==> src/verilog/bmp_pkg.sv <==
// Purpose: shared constants and types of the motor protection block
// Assumes: APB with 32-bit data, one register per aligned word
// Notes: offsets are byte addresses
package bmp_pkg;
  // Register byte offsets
  localparam logic [7:0] BMP_ENABLE_OFS = 8'h00;
  localparam logic [7:0] BMP_MODE_OFS = 8'h04;
  localparam logic [7:0] BMP_CFG_OFS = 8'h08;
  localparam logic [7:0] BMP_STATUS_OFS = 8'h0C;
  localparam logic [7:0] BMP_CLEAR_OFS = 8'h10;
  // Enable register fields
  localparam int BMP_EN_FAULT = 0;
  localparam int BMP_EN_PAUSE = 1;
  localparam int BMP_EN_CLIM = 2;
  localparam int BMP_EN_OCUR = 3;
  localparam int BMP_EN_SCMP = 4;
  localparam int BMP_EN_SOVF = 5;
  localparam int BMP_EN_SWE = 6;
  localparam int BMP_EN_SWD = 7;
  // Mode register fields
  localparam int BMP_MD_SOVF = 0;
  localparam int BMP_MD_SCMP = 1;
  localparam int BMP_MD_OCUR = 2;
  localparam int BMP_MD_CLIM = 3;
  localparam int BMP_MD_SW = 4;
  localparam int BMP_MD_EDGE_LO = 5;
  // Config register field
  localparam int BMP_CFG_FREERUN = 0;
  // Reset values
  localparam logic [7:0] BMP_ENABLE_RST = 8'h00;
  localparam logic [7:0] BMP_MODE_RST = 8'h00;
  localparam logic BMP_CFG_RST = 1'b0;
  // Pause edge codes
  localparam logic [1:0] BMP_EDGE_OFF = 2'h0;
  localparam logic [1:0] BMP_EDGE_RISE = 2'h1;
  localparam logic [1:0] BMP_EDGE_FALL = 2'h2;
  localparam logic [1:0] BMP_EDGE_BOTH = 2'h3;
  // Gate pattern: bit5 A top .. bit0 C bottom
  localparam logic [5:0] BMP_GATE_BRAKE = 6'h15;
  localparam logic [5:0] BMP_GATE_FREE = 6'h00;

  typedef struct packed {
    logic clim;
    logic ocur;
    logic scmp;
    logic sovf;
  } bmp_evt_t;
endpackage

==> src/verilog/bmp_top.sv <==
// Purpose: motor protection state that overrides the Hall gate pattern
// Assumes: APB slave, 100 MHz pclk, events are same-clock pulses or levels
// Notes: zero wait states; latched pause causes cleared by software
//
// What this block does
// [RQ1] Five protection sources: pause edge, fault level, stall, overcurrent, software; the code also protects on current limit.
// [RQ2] While protecting, drive brake or free-run pattern chosen by select bit.
// [RQ3] Fault-mode source protects while active, releases when it goes inactive.
// [RQ4] Pause-mode source latches protection until software clears it.
// [RQ5] Fault pin low with its enable set asserts protection.
// [RQ6] Fault pin enable is bit 0 of the enable register.
// [RQ7] Pause pin edge trigger, enabled by bit 1 of the enable register.
// [RQ8] Pause edge select: 00 off, 01 rise, 10 fall, 11 both.
// [RQ9] Without protection the Hall gate pattern passes unchanged.
// [RQ10] Software protect enable is bit 6 of the enable register.
// [RQ11] Software protect value is bit 7 and applies while bit 6 set.
// [RQ12] Current-limit event protects only when bit 2 is set.
// [RQ13] Current-limit pause mode restarts drive at next PWM cycle start.
// [RQ14] Overcurrent event protects only when bit 3 is set.
// [RQ15] Overcurrent mode select: 0 fault mode, 1 pause mode.
// [RQ16] After overcurrent fault shutdown software restarts the PWM itself.
// [RQ17] Stall compare event protects only when bit 4 is set.
// [RQ18] Stall compare mode select: 0 fault mode, 1 pause mode.
// [RQ19] Stall overflow event protects only when bit 5 is set.
// [RQ20] Stall overflow mode select: 0 fault mode, 1 pause mode.
// [RQ21] Capture timer raises compare or overflow event on abnormal speed.
// [RQ22] Software routes converter to current amplifier before using limit.
// [RQ23] Software keeps current limit off if overcurrent at startup.
// [RQ24] Protection is the OR of all enabled hardware sources.
// [RQ25] All enable and data bits clear to 0 at reset.
//
// Design decisions made here: the APB interface to the registers and the placing of the registers.
`timescale 1ns/1ns
module bmp_top
  import bmp_pkg::*;
(
  // Clock and reset
  input wire logic pclk,
  input wire logic presetn,
  // APB slave
  input wire logic psel,
  input wire logic penable,
  input wire logic pwrite,
  input wire logic [7:0] paddr,
  input wire logic [31:0] pwdata,
  output logic [31:0] prdata,
  output logic pready,
  output logic pslverr,
  // Pins
  input wire logic fault_n,
  input wire logic pause_pin,
  // Events from converters and capture timer
  input wire bmp_evt_t evt,
  input wire logic pwm_cycle_start,
  // Gate drive
  input wire logic [5:0] hall_gate,
  output logic [5:0] gate_out,
  output logic protect
);
  logic [7:0] enable_q;
  logic [6:0] mode_q;
  logic cfg_q;
  logic [4:0] latch_q;
  logic [4:0] latch_d;
  logic f1_q;
  logic f2_q;
  logic pause_hit;
  logic wr;
  logic rd;
  logic clr_wr;
  logic [4:0] clr_mask;
  logic [4:0] trig;
  logic [4:0] is_pause;
  logic [4:0] en_src;
  logic fault_lvl;
  logic prot_d;

  assign wr = psel & penable & pwrite;
  assign rd = psel & ~penable & ~pwrite;
  assign clr_wr = wr && (paddr == BMP_CLEAR_OFS);
  assign clr_mask = clr_wr ? pwdata[4:0] : 5'h00;

  // Registers
  always_ff @(posedge pclk or negedge presetn) begin
    if (!presetn) begin
      enable_q <= BMP_ENABLE_RST; // [RQ25]
      mode_q <= BMP_MODE_RST[6:0]; // [RQ25]
      cfg_q <= BMP_CFG_RST;
    end else if (wr) begin
      case (paddr)
        BMP_ENABLE_OFS: enable_q <= pwdata[7:0];
        BMP_MODE_OFS: mode_q <= pwdata[6:0];
        BMP_CFG_OFS: cfg_q <= pwdata[BMP_CFG_FREERUN];
        default: ;
      endcase
    end
  end

  // Read data, registered in setup phase
  always_ff @(posedge pclk or negedge presetn) begin
    if (!presetn) begin
      prdata <= 32'h0000_0000;
    end else if (rd) begin
      case (paddr)
        BMP_ENABLE_OFS: prdata <= {24'h00_0000, enable_q};
        BMP_MODE_OFS: prdata <= {25'h000_0000, mode_q};
        BMP_CFG_OFS: prdata <= {31'h0000_0000, cfg_q};
        BMP_STATUS_OFS: prdata <= {24'h00_0000, protect, 2'h0, latch_q};
        default: prdata <= 32'h0000_0000;
      endcase
    end
  end

  // Zero wait states, error on unmapped address
  always_ff @(posedge pclk or negedge presetn) begin
    if (!presetn) begin
      pready <= 1'b0;
      pslverr <= 1'b0;
    end else begin
      pready <= psel & ~penable;
      pslverr <= psel & ~penable & (paddr > BMP_CLEAR_OFS || paddr[1:0] != 2'h0);
    end
  end

  // Fault pin synchroniser
  always_ff @(posedge pclk or negedge presetn) begin
    if (!presetn) begin
      f1_q <= 1'b1;
      f2_q <= 1'b1;
    end else begin
      f1_q <= fault_n;
      f2_q <= f1_q;
    end
  end

  bmp_edge u_edge (
    .pclk(pclk),
    .presetn(presetn),
    .pin(pause_pin),
    .sel(mode_q[BMP_MD_EDGE_LO +: 2]),
    .hit(pause_hit)
  );

  // Sources: 0 pause pin, 1 current limit, 2 overcurrent, 3 stall cmp, 4 stall ovf
  assign trig = {evt.sovf, evt.scmp, evt.ocur, evt.clim, pause_hit}; // [RQ1] [RQ21]
  assign en_src = {enable_q[BMP_EN_SOVF], enable_q[BMP_EN_SCMP], // [RQ17] [RQ19]
                   enable_q[BMP_EN_OCUR], enable_q[BMP_EN_CLIM], // [RQ12] [RQ14]
                   enable_q[BMP_EN_PAUSE]}; // [RQ7]
  assign is_pause = {mode_q[BMP_MD_SOVF], mode_q[BMP_MD_SCMP], // [RQ18] [RQ20]
                     mode_q[BMP_MD_OCUR], mode_q[BMP_MD_CLIM], 1'b1}; // [RQ15]
  assign fault_lvl = ~f2_q & enable_q[BMP_EN_FAULT]; // [RQ5] [RQ6]

  // Latched pause-mode causes; set wins over clear
  always_comb begin
    latch_d = latch_q & ~clr_mask; // [RQ4]
    if (mode_q[BMP_MD_CLIM] && pwm_cycle_start) begin
      latch_d[1] = 1'b0; // [RQ13]
    end
    latch_d = latch_d | (trig & en_src & is_pause); // [RQ4]
  end

  always_ff @(posedge pclk or negedge presetn) begin
    if (!presetn) begin
      latch_q <= 5'h00;
    end else begin
      latch_q <= latch_d;
    end
  end

  always_comb begin
    prot_d = fault_lvl | (|latch_q) | (|(trig & en_src & ~is_pause)); // [RQ3] [RQ24]
    if (enable_q[BMP_EN_SWE]) begin
      prot_d = enable_q[BMP_EN_SWD]; // [RQ10] [RQ11]
    end
  end

  // Gate output stage
  always_ff @(posedge pclk or negedge presetn) begin
    if (!presetn) begin
      protect <= 1'b0;
      gate_out <= BMP_GATE_FREE;
    end else begin
      protect <= prot_d;
      if (!prot_d) begin
        gate_out <= hall_gate; // [RQ9]
      end else if (cfg_q) begin
        gate_out <= BMP_GATE_FREE; // [RQ2]
      end else begin
        gate_out <= BMP_GATE_BRAKE; // [RQ2]
      end
    end
  end

  property p_gate_pass;
    @(posedge pclk) disable iff (!presetn)
      !prot_d |=> gate_out == $past(hall_gate);
  endproperty
  a_gate_pass: assert property (p_gate_pass) else $error("gate not passed"); // [RQ9]

  property p_brake;
    @(posedge pclk) disable iff (!presetn)
      prot_d && !cfg_q |=> gate_out == BMP_GATE_BRAKE;
  endproperty
  a_brake: assert property (p_brake) else $error("brake pattern wrong"); // [RQ2]

  property p_free;
    @(posedge pclk) disable iff (!presetn)
      prot_d && cfg_q |=> gate_out == BMP_GATE_FREE;
  endproperty
  a_free: assert property (p_free) else $error("free pattern wrong"); // [RQ2]

  property p_fault_pin;
    @(posedge pclk) disable iff (!presetn)
      !f2_q && enable_q[BMP_EN_FAULT] && !enable_q[BMP_EN_SWE] |=> protect;
  endproperty
  a_fault_pin: assert property (p_fault_pin) else $error("fault pin ignored"); // [RQ5]

  property p_sw;
    @(posedge pclk) disable iff (!presetn)
      enable_q[BMP_EN_SWE] |=> protect == $past(enable_q[BMP_EN_SWD]);
  endproperty
  a_sw: assert property (p_sw) else $error("software value not applied"); // [RQ11]

  property p_pause_hold;
    @(posedge pclk) disable iff (!presetn)
      latch_q[0] && !clr_wr |=> latch_q[0];
  endproperty
  a_pause_hold: assert property (p_pause_hold) else $error("pause latch lost"); // [RQ4]

  property p_ocur_fault;
    @(posedge pclk) disable iff (!presetn)
      evt.ocur && enable_q[BMP_EN_OCUR] && !mode_q[BMP_MD_OCUR] && !enable_q[BMP_EN_SWE]
      |=> protect;
  endproperty
  a_ocur_fault: assert property (p_ocur_fault) else $error("overcurrent missed"); // [RQ14]

  property p_disabled;
    @(posedge pclk) disable iff (!presetn)
      enable_q[5:0] == 6'h00 && latch_q == 5'h00 && !enable_q[BMP_EN_SWE] |=> !protect;
  endproperty
  a_disabled: assert property (p_disabled) else $error("protect without source"); // [RQ24]

  property p_clim_restart;
    @(posedge pclk) disable iff (!presetn)
      latch_q[1] && pwm_cycle_start && mode_q[BMP_MD_CLIM] && !evt.clim |=> !latch_q[1];
  endproperty
  a_clim_restart: assert property (p_clim_restart) else $error("no restart"); // [RQ13]

  property p_apb;
    @(posedge pclk) disable iff (!presetn)
      psel && !penable |=> pready;
  endproperty
  a_apb: assert property (p_apb) else $error("apb not ready");

  property p_pause_set;
    @(posedge pclk) disable iff (!presetn)
      pause_hit && enable_q[BMP_EN_PAUSE] |=> latch_q[0];
  endproperty
  a_pause_set: assert property (p_pause_set) else $error("pause edge not latched"); // [RQ7]

  property p_edge_off;
    @(posedge pclk) disable iff (!presetn)
      mode_q[BMP_MD_EDGE_LO +: 2] == BMP_EDGE_OFF |-> !pause_hit;
  endproperty
  a_edge_off: assert property (p_edge_off) else $error("edge seen with select off"); // [RQ8]

  property p_clim_off;
    @(posedge pclk) disable iff (!presetn)
      !latch_q[1] && !enable_q[BMP_EN_CLIM] |=> !latch_q[1];
  endproperty
  a_clim_off: assert property (p_clim_off) else $error("limit latched while off"); // [RQ12]

  property p_ocur_off;
    @(posedge pclk) disable iff (!presetn)
      !latch_q[2] && !enable_q[BMP_EN_OCUR] |=> !latch_q[2];
  endproperty
  a_ocur_off: assert property (p_ocur_off) else $error("overcurrent latched while off"); // [RQ14]

  property p_scmp_off;
    @(posedge pclk) disable iff (!presetn)
      !latch_q[3] && !enable_q[BMP_EN_SCMP] |=> !latch_q[3];
  endproperty
  a_scmp_off: assert property (p_scmp_off) else $error("compare latched while off"); // [RQ17]

  property p_sovf_off;
    @(posedge pclk) disable iff (!presetn)
      !latch_q[4] && !enable_q[BMP_EN_SOVF] |=> !latch_q[4];
  endproperty
  a_sovf_off: assert property (p_sovf_off) else $error("overflow latched while off"); // [RQ19]

  property p_clim_fault;
    @(posedge pclk) disable iff (!presetn)
      evt.clim && enable_q[BMP_EN_CLIM] && !mode_q[BMP_MD_CLIM] && !enable_q[BMP_EN_SWE]
      |=> protect;
  endproperty
  a_clim_fault: assert property (p_clim_fault) else $error("current limit missed"); // [RQ12]

  property p_scmp_fault;
    @(posedge pclk) disable iff (!presetn)
      evt.scmp && enable_q[BMP_EN_SCMP] && !mode_q[BMP_MD_SCMP] && !enable_q[BMP_EN_SWE]
      |=> protect;
  endproperty
  a_scmp_fault: assert property (p_scmp_fault) else $error("stall compare missed"); // [RQ17]

  property p_sovf_fault;
    @(posedge pclk) disable iff (!presetn)
      evt.sovf && enable_q[BMP_EN_SOVF] && !mode_q[BMP_MD_SOVF] && !enable_q[BMP_EN_SWE]
      |=> protect;
  endproperty
  a_sovf_fault: assert property (p_sovf_fault) else $error("stall overflow missed"); // [RQ19]

  property p_ocur_pause;
    @(posedge pclk) disable iff (!presetn)
      evt.ocur && enable_q[BMP_EN_OCUR] && mode_q[BMP_MD_OCUR] |=> latch_q[2];
  endproperty
  a_ocur_pause: assert property (p_ocur_pause) else $error("overcurrent not latched"); // [RQ15]

  property p_scmp_pause;
    @(posedge pclk) disable iff (!presetn)
      evt.scmp && enable_q[BMP_EN_SCMP] && mode_q[BMP_MD_SCMP] |=> latch_q[3];
  endproperty
  a_scmp_pause: assert property (p_scmp_pause) else $error("compare not latched"); // [RQ18]

  property p_sovf_pause;
    @(posedge pclk) disable iff (!presetn)
      evt.sovf && enable_q[BMP_EN_SOVF] && mode_q[BMP_MD_SOVF] |=> latch_q[4];
  endproperty
  a_sovf_pause: assert property (p_sovf_pause) else $error("overflow not latched"); // [RQ20]

  property p_fault_release;
    @(posedge pclk) disable iff (!presetn)
      f2_q && latch_q == 5'h00 && !(|(trig & en_src & ~is_pause)) && !enable_q[BMP_EN_SWE]
      |=> !protect;
  endproperty
  a_fault_release: assert property (p_fault_release) else $error("protect not released"); // [RQ3]

  property p_latch_clear;
    @(posedge pclk) disable iff (!presetn)
      clr_wr && pwdata[0] && !(pause_hit && enable_q[BMP_EN_PAUSE]) |=> !latch_q[0];
  endproperty
  a_latch_clear: assert property (p_latch_clear) else $error("pause latch not cleared"); // [RQ4]

  property p_sw_zero;
    @(posedge pclk) disable iff (!presetn)
      enable_q[BMP_EN_SWE] && !enable_q[BMP_EN_SWD] |=> !protect;
  endproperty
  a_sw_zero: assert property (p_sw_zero) else $error("software release ignored"); // [RQ10]

  c_brake: cover property (@(posedge pclk) disable iff (!presetn)
    protect && gate_out == BMP_GATE_BRAKE);
  c_pause: cover property (@(posedge pclk) disable iff (!presetn) latch_q[0]);
  c_clear: cover property (@(posedge pclk) disable iff (!presetn) latch_q[0] ##1 !latch_q[0]);
  c_free: cover property (@(posedge pclk) disable iff (!presetn)
    protect && gate_out == BMP_GATE_FREE);
  c_sw: cover property (@(posedge pclk) disable iff (!presetn)
    enable_q[BMP_EN_SWE] && protect);
endmodule

==> src/verilog/bmp_edge.sv <==
// Purpose: synchronise the pause pin and detect the selected edge
// Assumes: pin is asynchronous to pclk
// Notes: first sync flop feeds only the second
`timescale 1ns/1ns
module bmp_edge
  import bmp_pkg::*;
(
  // Clock and reset
  input wire logic pclk,
  input wire logic presetn,
  // Pin and select
  input wire logic pin,
  input wire logic [1:0] sel,
  // Result
  output logic hit
);
  logic s1_q;
  logic s2_q;
  logic s3_q;

  always_ff @(posedge pclk or negedge presetn) begin
    if (!presetn) begin
      s1_q <= 1'b0;
      s2_q <= 1'b0;
      s3_q <= 1'b0;
    end else begin
      s1_q <= pin;
      s2_q <= s1_q;
      s3_q <= s2_q;
    end
  end

  always_comb begin
    case (sel)
      BMP_EDGE_RISE: hit = s2_q & ~s3_q; // [RQ8]
      BMP_EDGE_FALL: hit = ~s2_q & s3_q; // [RQ8]
      BMP_EDGE_BOTH: hit = s2_q ^ s3_q; // [RQ8]
      default: hit = 1'b0; // [RQ8]
    endcase
  end
endmodule

==> config.mk <==
export PLATFORM = sky130hd
export DESIGN_NAME = bmp_top
export DESIGN_NICKNAME = d
export VERILOG_FILES = /design/src/verilog/bmp_pkg.sv /design/src/verilog/bmp_top.sv /design/src/verilog/bmp_edge.sv
export SDC_FILE = /design/constraint.sdc
export NUM_CORES = 1
export LEC_CHECK = 0
export BUFFER_PORTS_ARGS = -buffer_cell sky130_fd_sc_hd__buf_2
export CAP_MARGIN = 10
export CORE_UTILIZATION = 30
export DETAILED_ROUTE_END_ITERATION = 10
export SLEW_MARGIN = 20
export SYNTH_ARGS = -nofsm -noshare
export SYNTH_HDL_FRONTEND = slang
export SYNTH_SLANG_ARGS = --single-unit
==> constraint.sdc <==
create_clock -name pclk -period 2.1 [get_ports pclk]
set_input_delay 0.315 -clock pclk [delete_from_list [all_inputs] [get_ports pclk]]
set_output_delay 0.315 -clock pclk [all_outputs]
set_load 0.01 [all_outputs]
==> reports/results.ini, run 1 <==
[timing]
finalCritPeriodShare_pct = 81.4
final_hold_viol_count = 14
clock.fmax_ghz = 0.585
fin_skew_ns = 0.0141
worst_pin_slew_ns = 0.575
relSlewSlack_pct = 61.6
fin_setup_tns_ns = 0
drv_slew = 0
timing.hold.ws_ns = -0.0107
rsz0062_at_grt = false
setup_viol = 0
finalCriticalPeriod_ns = 1.71

[power]
seq_power_share_pct = 48.7
p_int_mw = 1.39
vdd_ir_drop_max_mv = 0.254
cellPowerDensity_nw_per_um2 = 689
clkPwrFrac_pct = 42.5
comb_power_share_pct = 8.8
leakagePower_nw = 1.35
switching_share_pct = 21.5
switching_power_uw = 380

[worst_setup_path]
arrival_ns = 1.89
critical_path_required_ns = 2.28
critPathKind = input port to flip-flop
setup.worst_path.start_class = input port
worst_setup_path_end_kind = flip-flop
crit_fanout = 7

[detailed_routing]
drt_pass1_iterations = 4
drt_iter0_drc = 71
ant_nets = 0
route.detailed.wl_per_inst_um = 12.3
via_count = 1448
wl_um = 4100
avgViaCountPerCell = 4.36
drc_errors = 0

[worst_hold_path]
hold_class = input port to async pin

[clock_network]
cts_hold_buf = 0
cts-htree-levels = 2
clkTransAtPathRegs_ns = 0.09
clock_path_buffers = 2
cts_resized = 0
postCtsSetupRepairBufs = 0
cts_root_buffer = clkbuf_8
tritoncts = done
cts_inserted_buffers = 5
clock_latency_ns = 0.30
cts_sinks = 43

[place]
numPortBuffers = 50
place.gp.congestion = 0.748
dp_hpwl_um = 3150
place_area_um2 = 2430

[status]
violations = negative hold slack
status = complete, but fails checks

[finish]
utilization_pct = 37.3
area_growth_syn_to_layout_pct = 19.3
fin_area_um2 = 2560
drive_above_1_share_pct = 33.1
diodes = 0
fillers = 684
final_nets = 295

[yosys]
post-synth-top-area-fraction_pct = 47.7
async_reset_ff_share_pct = 100
yosysUniqueCellTypes = 42
ys_seq_area_share_pct = 50.2
syn_area_um2 = 2150
synth_edf_count = 0
ys_seq_elements = 43
yosysTopAreaCell = dfrtp_1
synth.area.top_cells = dfrtp_1 (48%), buf_4 (8.4%), mux2_4 (4.9%)
syn_area_per_cell_um2 = 11.7
yosys.cell_count.top_type = dfrtp_1
yosys_warnings = 0
synthCells = 183
ys_top_cells_by_count = dfrtp_1 (41), buf_4 (24), nand2_1 (20), mux2_1 (9), mux2i_1 (9)
ys.flop_type = dfrtp_1

[global_routing]
grt_pass1_wl_um = 6590
antenna_found_initial = 0
grt_overflow = 0
grt_pass1_vias = 1367
grtUsageTotal_pct = 11.9
grt_max_degree = 23

[floorplanning]
die_y_um = 86.6
die-area_um2 = 7510
core-area_um2 = 6870
dieWidth_um = 86.6
initial_core_util_pct = 31.3
num_io_pins = 99
row_count = 30

[run]
maxCapViolations = 0

==> flip-flops by register name, summed over array words and instances, names as in the netlist <==
name	flops
pready	1
cfg_q	1
pslverr	1
f2_q	1
u_edge.s2_q	1
mode_q	7
protect	1
u_edge.s3_q	1
latch_q	5
gate_out	6
enable_q	8
prdata	8
f1_q	1
u_edge.s1_q	1
==> final cells by class <==
cell class / count / area, um2 / area share (%)
clock buffer: 6 / 72.6 / 2.83
sequential: 43 / 1080 / 42.0
tap: 96 / 120 / 4.68
clock inverter: 2 / 60.1 / 2.34
inverter: 7 / 26.3 / 1.02
multi-input combinational: 125 / 922 / 36.0
timing repair buffer: 53 / 285 / 11.1
==> power by group through the flow <==
stage,Clock (mW),Combinational [mW],Sequential (mW)
final,0.751,0.156,0.861
after global routing,0.804,0.177,0.864
after detailed placement,0,0.158,0.878
after global placement,0,0.156,0.878
after floorplan,0,0.104,0.883
after CTS,0.771,0.158,0.862
==> placed cells by master (no fill, tap or decap), types with 2 or more instances in the layout <==
cell,Yosys,layout
inv_1,6,6
nand2_1,20,20
bufinv_16,0,2
and2_1,3,3
dfrtp_1,41,41
a22o_1,2,2
nand3_1,2,2
nand2b_1,2,2
nor2b_1,3,3
ha_1,2,2
a31oi_1,4,4
o22ai_1,2,2
conb_1,1,24
o31ai_1,4,4
a32o_1,3,3
clkbuf_8,0,5
dfstp_2,2,2
mux2_1,9,9
nor2_1,7,7
o21ai_0,3,3
mux2_4,7,7
mux2i_1,9,9
a21oi_1,2,2
buf_2,2,50
o41ai_2,2,2
buf_4,24,2
==> worst paths after layout <==
kind,endpoint,cells past startpoint,startpoint,slack [ns]
min reg2reg,u_edge.s2_q$_DFF_PN0_,0,u_edge.s1_q$_DFF_PN0_,0.36
min in group pclk,f1_q$_DFF_PN1_,1,fault_n,0.13
max,mode_q[3]$_DFFE_PN0P_,5,paddr[7],0.39
min,prdata[0]$_DFFE_PN0P_,1,presetn,-0.01
max in group asynchronous,f1_q$_DFF_PN1_,2,presetn,1.52
max reg2reg,gate_out[4]$_DFF_PN0_,5,latch_q[0]$_DFF_PN0_,0.50
==> stage by stage <==
stage | power (mW) | instances | setup WS, ns
floorplan | 0.988 | 206 | 0.290
global placement | 1.03 | 324 | 0.0787
detailed placement | 1.04 | 324 | 0.0789
CTS | 1.79 | 332 | 0.396
global route | 1.84 | 332 | 0.304
finish | 1.77 | 332 | 0.391
==> critical path, stage by stage <==
cell and delay (ns):
buf_2 0.09, or4_4 0.56, nor3_4 0.28, nand4b_4 0.27, mux2_4 0.37
==> logic make-up after synthesis <==
kind of cell | count (synthesis) | synth area share, %
compound gates | 26 | 9.78
fa+ha+maj | 2 | 1.16
buf+inv | 38 | 10.9
flops | 43 | 50.2
mux | 26 | 14.8
other cells | 1 | 0.174
simple gates | 47 | 12.9
==> metal layers <==
layer  vias to the layer above  part of all wire [%]  track usage, %
met5                         -                     0               0
li1                        698                     -               -
met3                         7                   6.7            3.52
met1                       687                    46            15.5
met2                        56                    46            18.0
met4                         0                   1.5            5.61
Note: power is estimated with default switching activity, not from simulation.
==> inputs of run 2 (changes only) <==
clock period = 1.4 ns   (was 2.1 ns; I/O delays follow)
==> reports/results.ini, run 2 (same netlist as run 1, synthesis figures left out) <==
[clock_network]
cts_root_buffer = clkbuf_8
clkTransAtPathRegs_ns = 0.08  ; about the same
cts-htree-levels = 2  ; unchanged
cts_inserted_buffers = 5  ; unchanged
clock_latency_ns = 0.30  ; about the same
clock_path_buffers = 2  ; unchanged
tritoncts = done
cts_sinks = 43  ; unchanged

[timing]
fin_setup_tns_ns = -3.11  ; -3.11 ns
finalCritPeriodShare_pct = 113
final_hold_viol_count = 0  ; -14
finalCriticalPeriod_ns = 1.58
drv_slew = 0  ; unchanged
rsz0062_at_grt = true
timing.hold.ws_ns = 0.0103  ; +0.0210 ns
fin_skew_ns = 0.00919  ; -0.00487 ns
setup_viol = 24  ; +24
clock.fmax_ghz = 0.632
fin_ws_ns = -0.182  ; -0.573 ns

[place]
place_ws_ns = -0.528  ; -0.607 ns
place_area_um2 = 2610  ; +7.3%
place.gp.congestion = 0.814  ; +8.8%
dp_hpwl_um = 3670  ; +17%
numPortBuffers = 50  ; unchanged

[detailed_routing]
ant_nets = 0  ; unchanged
drc_errors = 0  ; unchanged
drt_iter0_drc = 83  ; +17%
via_count = 1527  ; +5.5%
wl_um = 4710  ; +15%
drt_pass1_iterations = 4  ; unchanged
route.detailed.wl_per_inst_um = 13.3  ; +7.9%
avgViaCountPerCell = 4.31  ; -1.1%

[finish]
area_growth_syn_to_layout_pct = 29.7
diodes = 0  ; unchanged
fillers = 693  ; +1.3%
top_regs = enable_q: 8 flops, prdata: 8 flops, mode_q: 7 flops
final_common_cell = buf_2
drive_above_1_share_pct = 42.6  ; +9.6 points
fin_area_um2 = 2790  ; +8.7%
final_cell_mix = buf_2 (49), dfrtp_1 (41), conb_1 (24)
final_nets = 317  ; +7.5%

[power]
leakagePower_nw = 1.49  ; +10%
cellPowerDensity_nw_per_um2 = 927  ; +35%
vdd_ir_drop_max_mv = 0.353  ; +39%
finalPower_mw = 2.58  ; +46%

[global_routing]
grt_overflow = 0  ; unchanged
grtUsageTotal_pct = 13.8  ; +1.9 points
grt_max_degree = 17  ; -26%
grt_pass1_wl_um = 7670  ; +16%
antenna_found_initial = 0  ; unchanged
grt_pass1_vias = 1501  ; +9.8%

[worst_hold_path]
hold_depth = 1
hold_class = input port to flip-flop

[run]
maxCapViolations = 0  ; unchanged

[floorplanning]
dieWidth_um = 86.6  ; unchanged
num_io_pins = 99  ; unchanged
core-area_um2 = 6870  ; unchanged
row_count = 30  ; unchanged
initial_core_util_pct = 31.3  ; unchanged
die-area_um2 = 7510  ; unchanged
die_y_um = 86.6  ; unchanged

[worst_setup_path]
critPathKind = input port to flip-flop
setup.worst_path.start_class = input port
critical_path_required_ns = 1.59  ; -0.69 ns
crit_fanout = 7  ; unchanged
worst_setup_path_end_kind = flip-flop
worst_r2r_path_depth = 5  ; unchanged
arrival_ns = 1.77  ; -0.12 ns

[status]
status = complete, but fails checks
violations = negative setup slack

[run 2: power breakdown]
part	leakage, nW	total [mW]	internal, mW	switching [mW]
Combinational	0.863	0.277	0.123	0.154
Sequential	0.570	1.29	1.28	0.0142
Clock	0.0612	1.02	0.578	0.439
Total	1.49	2.58	1.98	0.608
[run 2: what timing repair did]
action | in CTS | in global routing
setup endpoints to repair | 29 | 27
hold buffers | 2 | 0
pin swaps | 1 | 4
gates resized for setup | 4 | 5
setup buffers | 1 | 1
hold endpoints to repair | 10 | 0
gates cloned | 0 | 0
[run 2: final cells by class]
cell class              instances  area [um2]  area share, %
inverters                       7        26.3          0.943
flip-flops and latches         43        1080           38.7
clock inverters                 2        35.0           1.26
clock buffers                   6        82.6           2.96
well taps                      96         120           4.31
multi-input cells             125         976           35.0
repair buffers                 75         469           16.8
[run 2: path summary, 6_finish.rpt]
path	start	end	slack [ns]
max in group asynchronous	presetn	f2_q$_DFF_PN1_	0.58
worst max register to register	latch_q[0]$_DFF_PN0_	gate_out[4]$_DFF_PN0_	-0.12
min in group asynchronous	presetn	gate_out[5]$_DFF_PN0_	0.32
worst min-delay path	pause_pin	u_edge.s1_q$_DFF_PN0_	0.01
worst min register to register	u_edge.s1_q$_DFF_PN0_	u_edge.s2_q$_DFF_PN0_	0.35
worst max-delay path	paddr[7]	mode_q[3]$_DFFE_PN0P_	-0.18
[run 2: layer usage]
layer	GRT usage [%]	vias up	part of all wire [%]
met5	0	-	0
met4	5.00	0	1.6
met3	3.43	7	4.4
met2	21.6	50	46
met1	18.5	733	48
li1	-	737	-
[run 2: stage by stage]
step	std cells	utilization, %
global placement	342	38.0
floorplan	206	-
detailed placement	342	38.0
CTS	353	40.2
global route	354	40.6
finish	354	40.6
[run 2: worst max-delay path, stage by stage]
cell	delay (ns)
buf_6	0.09
or4_4	0.56
nor3_4	0.28
nand4b_4	0.26
mux2_4	0.36
